`src/include/dsld_consts.vh`:
```
/*
  constants for the drive status lamp driver: spindle state codes,
  blink timing, lamp levels.
  assumes plain verilog-2005 and inclusion by bare name.
*/
`ifndef DSLD_CONSTS_VH
`define DSLD_CONSTS_VH

// spindle state codes on spindle_state
`define DSLD_SPIN_DOWN      2'h0
`define DSLD_SPIN_UP        2'h1
`define DSLD_SPIN_MOVING_A  2'h2
`define DSLD_SPIN_MOVING_B  2'h3

// blink half period, in ms, and clock rate in khz
`define DSLD_BLINK_HALF_MS  500
`define DSLD_CLK_KHZ        100000
`define DSLD_BLINK_CYCLES   (`DSLD_BLINK_HALF_MS * `DSLD_CLK_KHZ)

`define DSLD_LAMP_ON        1'b1
`define DSLD_LAMP_OFF       1'b0

`endif

```
`src/design/dsld_blink_timer.v`:
```
/*
  free-running half-period timer for the lamp blink.
  assumes one clock, an active-low async reset and a clock enable.
*/
`timescale 1ns/100ps
module dsld_blink_timer #(
  parameter CNT_W      = 26,
  parameter HALF_CYCLES = 50000000
) (
  input  wire             sys_clk,
  input  wire             rst_b,
  input  wire             clk_en,
  input  wire             restart,
  output reg              phase_r
);

  localparam integer     LAST_I = HALF_CYCLES - 1;
  localparam [CNT_W-1:0] LAST   = LAST_I[CNT_W-1:0];
  // restart edge is already the first on cycle, so counting resumes at one
  localparam [CNT_W-1:0] ONE    = {{(CNT_W-1){1'b0}}, 1'b1};

  reg [CNT_W-1:0] cnt_r;

  // =========================================
  // counter and phase
  always @(posedge sys_clk or negedge rst_b) begin
    if (!rst_b) begin
      cnt_r   <= {CNT_W{1'b0}};
      phase_r <= 1'b1;
    end else if (clk_en) begin
      if (restart) begin
        cnt_r   <= ONE;
        phase_r <= 1'b1;
      end else if (cnt_r == LAST) begin
        cnt_r   <= {CNT_W{1'b0}};
        phase_r <= ~phase_r;
      end else begin
        cnt_r <= cnt_r + ONE;
      end
    end
  end

endmodule

```
`src/design/dsld_lamp_driver.v`:
```
/*
  drive status lamp driver: picks the lamp level from spindle state,
  command activity, format progress and the polarity select bit, and
  drives the active-low open-collector lamp pin.
  assumes all inputs synchronous to sys_clk; the pad resolves the pin
  from status_lamp_oe (driven low while oe is high, released otherwise).
*/
`timescale 1ns/100ps
`include "dsld_consts.vh"
module dsld_lamp_driver #(
  parameter BLINK_HALF_CYCLES = `DSLD_BLINK_CYCLES,
  parameter CNT_W             = 26
) (
  input  wire       sys_clk,
  input  wire       rst_b,
  input  wire       clk_en,
  input  wire [1:0] spindle_state,
  input  wire       cmd_active,
  input  wire       format_active,
  input  wire       cyl_change,
  input  wire       lamp_polarity_select,
  output reg        status_lamp_drive_n,
  output reg        status_lamp_oe
);

  // =========================================
  // one-hot lamp modes
  localparam [2:0] MODE_STEADY = 3'h1;
  localparam [2:0] MODE_BLINK  = 3'h2;
  localparam [2:0] MODE_FORMAT = 3'h4;

  // =========================================
  // internal state and decode
  reg  [2:0] mode_r;
  reg  [2:0] mode_nxt;
  reg        fmt_lamp_r;
  reg        fmt_lamp_nxt;
  reg        lamp_r;
  reg        lamp_nxt;
  reg        steady_lamp;
  reg        spin_down;
  reg        spin_up;
  reg        spin_moving;
  reg        entering_blink;
  reg        entering_format;
  reg        fmt_start_lamp;
  reg        fmt_flip;
  wire       blink_phase;
  wire       blink_restart;

  // =========================================
  // spindle state decode
  always @* begin
    spin_down   = 1'b0;
    spin_up     = 1'b0;
    spin_moving = 1'b0;
    case (spindle_state)
      `DSLD_SPIN_DOWN: begin
        spin_down = 1'b1;
      end
      `DSLD_SPIN_UP: begin
        spin_up = 1'b1;
      end
      `DSLD_SPIN_MOVING_A: begin
        spin_moving = 1'b1;
      end
      `DSLD_SPIN_MOVING_B: begin
        spin_moving = 1'b1;
      end
      default: begin
        spin_moving = 1'b0;
      end
    endcase
  end

  // =========================================
  // steady table
  always @* begin
    steady_lamp = `DSLD_LAMP_OFF;
    if (spin_down) begin
      if (cmd_active) begin
        steady_lamp = `DSLD_LAMP_ON;
      end else begin
        steady_lamp = `DSLD_LAMP_OFF;
      end
    end else if (spin_up) begin
      if (cmd_active) begin
        steady_lamp = lamp_polarity_select;
      end else begin
        steady_lamp = ~lamp_polarity_select;
      end
    end else begin
      steady_lamp = `DSLD_LAMP_OFF;
    end
  end

  // =========================================
  // mode selection
  always @* begin
    mode_nxt = MODE_STEADY;
    if (format_active) begin
      mode_nxt = MODE_FORMAT;
    end else if (spin_moving) begin
      mode_nxt = MODE_BLINK;
    end else begin
      mode_nxt = MODE_STEADY;
    end
  end

  always @* begin
    entering_blink  = (mode_nxt == MODE_BLINK) && (mode_r != MODE_BLINK);
    entering_format = (mode_nxt == MODE_FORMAT) && (mode_r != MODE_FORMAT);
  end

  // restart blink in its on phase when blink mode is entered
  assign blink_restart = entering_blink;

  // =========================================
  // blink timebase
  dsld_blink_timer #(
    .CNT_W       (CNT_W),
    .HALF_CYCLES (BLINK_HALF_CYCLES)
  ) u_timer (
    .sys_clk (sys_clk),
    .rst_b   (rst_b),
    .clk_en  (clk_en),
    .restart (blink_restart),
    .phase_r (blink_phase)
  );

  // =========================================
  // format toggle
  always @* begin
    fmt_flip       = format_active & cyl_change;
    fmt_start_lamp = fmt_lamp_r;
    fmt_lamp_nxt   = fmt_lamp_r;
    if (entering_format) begin
      // entering format starts from the current lamp level
      fmt_start_lamp = lamp_r;
    end
    if (mode_nxt == MODE_FORMAT) begin
      if (fmt_flip) begin
        fmt_lamp_nxt = ~fmt_start_lamp;
      end else begin
        fmt_lamp_nxt = fmt_start_lamp;
      end
    end
  end

  // =========================================
  // lamp level
  always @* begin
    lamp_nxt = steady_lamp;
    case (mode_nxt)
      MODE_FORMAT: begin
        lamp_nxt = fmt_lamp_nxt;
      end
      MODE_BLINK: begin
        // timer output lags restart by one cycle; force on meanwhile
        lamp_nxt = blink_restart ? `DSLD_LAMP_ON : blink_phase;
      end
      MODE_STEADY: begin
        lamp_nxt = steady_lamp;
      end
      default: begin
        lamp_nxt = `DSLD_LAMP_OFF;
      end
    endcase
  end

  // =========================================
  // mode register
  always @(posedge sys_clk or negedge rst_b) begin
    if (!rst_b) begin
      mode_r <= MODE_STEADY;
    end else if (clk_en) begin
      mode_r <= mode_nxt;
    end
  end

  // =========================================
  // format lamp register
  always @(posedge sys_clk or negedge rst_b) begin
    if (!rst_b) begin
      fmt_lamp_r <= `DSLD_LAMP_OFF;
    end else if (clk_en) begin
      fmt_lamp_r <= fmt_lamp_nxt;
    end
  end

  // =========================================
  // internal lamp level
  always @(posedge sys_clk or negedge rst_b) begin
    if (!rst_b) begin
      lamp_r <= `DSLD_LAMP_OFF;
    end else if (clk_en) begin
      lamp_r <= lamp_nxt;
    end
  end

  // =========================================
  // pin drive
  always @(posedge sys_clk or negedge rst_b) begin
    if (!rst_b) begin
      status_lamp_drive_n <= ~`DSLD_LAMP_OFF;
      status_lamp_oe      <= `DSLD_LAMP_OFF;
    end else if (clk_en) begin
      status_lamp_drive_n <= ~lamp_nxt;
      status_lamp_oe      <= lamp_nxt;
    end
  end

endmodule

```
`config.mk`:
```
export PLATFORM = sky130hd
export DESIGN_NAME = dsld_lamp_driver
export DESIGN_NICKNAME = d
export VERILOG_FILES = /design/src/design/dsld_blink_timer.v /design/src/design/dsld_lamp_driver.v
export VERILOG_INCLUDE_DIRS = /design/src /design/src/include
export SDC_FILE = /design/constraint.sdc
export NUM_CORES = 1
export LEC_CHECK = 0
export BUFFER_PORTS_ARGS = -buffer_cell sky130_fd_sc_hd__clkbuf_2
export CAP_MARGIN = 10
export CORE_MARGIN = 2
export CORE_UTILIZATION = 45
export CTS_CLUSTER_SIZE = 12
export DETAILED_ROUTE_END_ITERATION = 8
export PLACE_DENSITY_LB_ADDON = 0.12
export SETUP_SLACK_MARGIN = 0.3
export SLEW_MARGIN = 20
export SYNTH_ARGS = -nofsm -noshare
export SYNTH_HDL_FRONTEND = slang
export SYNTH_SLANG_ARGS = --single-unit
```
`constraint.sdc`:
```
create_clock -name sys_clk -period 2.3 [get_ports sys_clk]
set_input_delay 0.345 -clock sys_clk [delete_from_list [all_inputs] [get_ports sys_clk]]
set_output_delay 0.345 -clock sys_clk [all_outputs]
set_load 0.01 [all_outputs]
```
==> run metrics <==
status finished, final reports clean; initial antenna violation count 0; Tightest Pin Transition between 0.8 and 0.9 ns; DIE HEIGHT about 68 um; Peak VDD IR roughly 370 uV; die area 4580 um^2; mean post-synth cell area ~10 um^2; Overflow after GRT 0; Final Net Count 220; Max Slew Vio Count 0; CTS tree done; starting density of the core a little under half; drt total wl about 3.8 mm; global-route wire length before repair a little over 6 mm; CTS sink cnt 33; CP Max Fanout 5; Crit. End Element flop; Final ANT Viol Nets 0; syn nets ~190; clk slew on worst S/H paths approximately 0.070 ns; crit path launch type flop; Port Buf Inserts 10; Inserted Diodes 0; Synth Flop Type dfrtp_1; largest net degree at the start of global routing 34; FMAX about 440 MHz; Final setup viols 0; YS warnings 0; 1st-pass router iterations 4; Tmin final approximately 2.3 ns; most common cell in the synthesized netlist dfrtp_1; Vias/cell approximately 5.3; number of global-route vias before repair ~1.4k; CTS max path bufs 2; Filler Cells Inserted 353; crit path DAT roughly 2.5 ns; Leakage slightly above 0.9 nW; Placer Congestion 0.833; number of core rows 23; pwr dens slightly below 600 nW/um^2; hpwl dp about 2.8 mm; Cell variety after synth 42; DP Area 2000 um^2; clock root cell clkbuf_8; synth top area cells dfrtp_1, xor2_1, nor2_4; GRT Total Usage a little under a fifth; hold crit path type in -> async; 1st-iter DRT viols 100; DRC Markers 0; DR WL/cell between 10 and 15 um; maxcap violations 0; Post-synth EDFFs 0; total negative slack 0 ns; I/O pin cnt 11; final hold vios 0; hold buffers post-CTS 0; slew margin rel. between 40% and 50%; worst skew pair latency 0.28 ns; unrepaired setup endpoints after global routing yes; Synth Cell Area roughly 1800 um^2; cell count after synthesis 182; core area just under 4000 um^2; clock buffer count from CTS 5; top-area cell type share of the netlist area between 40% and 50%; layout cells sized above 1 between 30% and 40%; final setup skew between 0.008 and 0.009 ns; Die Width approximately 68 um; vias 1396; synth cell count leaders dfrtp_1, xor2_1, nor2_1; post-synthesis sequential area ratio between 40 and 50%; post-synth top area cell dfrtp_1; period utilisation layout between 90 and 100%; H-tree lvl count 2; fin area around 2200 um^2; WS Path Type reg -> reg; ys async rst share 100%; Req. time, crit path roughly 2.5 ns; Synth-to-Final Area Change 20.3%; Yosys reg bits 33
-- metal layers --
metal  global-route usage, %  share of wire [%]  vias up  wire length [um]
met1                    20.7                 43      678              1660
met4                    9.44               0.65        0                25
li1                        -                  -      687                 -
met3                    3.67                3.4        2               132
met5                       0                  0        -                 0
met2                    32.8                 53       29              2020
-- cells by family (layout without fill, tap and decap cells) --
family                   after synthesis  in the layout  share of synthesized area, %
AND/OR/NAND/NOR                       91             91                          30.2
flip-flops                            33             33                          45.5
AO/OA/AOI/OAI                         24             24                          8.51
XOR/XNOR                              20             20                          9.61
buffers and inverters                  9             38                          3.16
multiplexers                           4              4                          2.33
adder cells (fa/ha/maj)                1              1                         0.686
-- metrics by stage --
step                      utilization (%)  power (mW)  setup slack [ns]  hold WS [ns]  std cells
final                                55.6        1.28            0.0258         0.145        261
after global routing                 55.6        1.35           -0.0171         0.215        261
after floorplan                         -       0.795           -0.0149        0.0494        182
after CTS                            54.1        1.28            0.0610         0.175        261
after global placement               50.8       0.847            0.0791         0.462        252
after detailed placement             50.8       0.856           0.00863         0.480        252
-- critical path, cell delays in order, from the launching register on --
cell      delay, ns
dfrtp_1        0.43
or4b_1         0.55
or4_4          0.46
o31ai_4        0.24
buf_6          0.15
and4bb_1       0.18
a21o_1         0.15
-- placed cells by master (no fill, tap or decap), drive strengths merged, types with 3 or more instances in the layout --
master / instances
nor2: 27
nand2: 14
nand3: 15
and3: 3
dfrtp: 30
buf: 15
nand4: 9
xor2: 18
o21ai: 12
dfstp: 3
a21o: 4
inv: 5
nor3: 4
clkbuf: 16
-- where the power goes --
group	switching (mW)	internal [mW]	leakage (nW)	total, mW
clock network	0.206	0.210	0.0450	0.415
registers	0.0477	0.628	0.433	0.676
logic	0.0987	0.0872	0.450	0.186
-- state kept, by name, indices dropped and copies added, names as in the netlist --
register	count
u_timer.phase_r	1
u_timer.cnt_r	26
status_lamp_oe	1
fmt_lamp_r	1
status_lamp_drive_n	1
mode_r	3
-- timing repair --
action,4_1_cts,5_1_grt
setup buffers,1,0
hold endpoints to repair,0,0
cloned,0,0
pin swaps,10,4
resized for setup,14,14
endpoints found under the setup margin,23,24
-- path summary, 6_finish.rpt --
path / startpoint / to / slack [ns] / cells past startpoint
hold / removal: rst_b / u_timer.cnt_r[1] / 0.14 / 1
max in group asynchronous: rst_b / u_timer.cnt_r[21] / 1.64 / 1
setup reg to reg: u_timer.cnt_r[11] / u_timer.cnt_r[10] / 0.03 / 6
setup / recovery: u_timer.cnt_r[11] / u_timer.cnt_r[10] / 0.03 / 6
hold reg to reg: fmt_lamp_r / fmt_lamp_r / 0.49 / 1
min in group sys_clk: format_active / mode_r[2] / 0.39 / 3
-- cell type report --
type                    count  area, um^2  share of cell area [%]
multi-input cells         140        1000                    45.7
flip-flops and latches     33         830                    37.8
repair buffers             25         198                    9.01
clock buffers               6        72.6                    3.31
well taps                  50        62.6                    2.85
inverters                   5        18.8                   0.856
clock inverters             2        10.0                   0.456
Power figures use the tool's default switching activity.
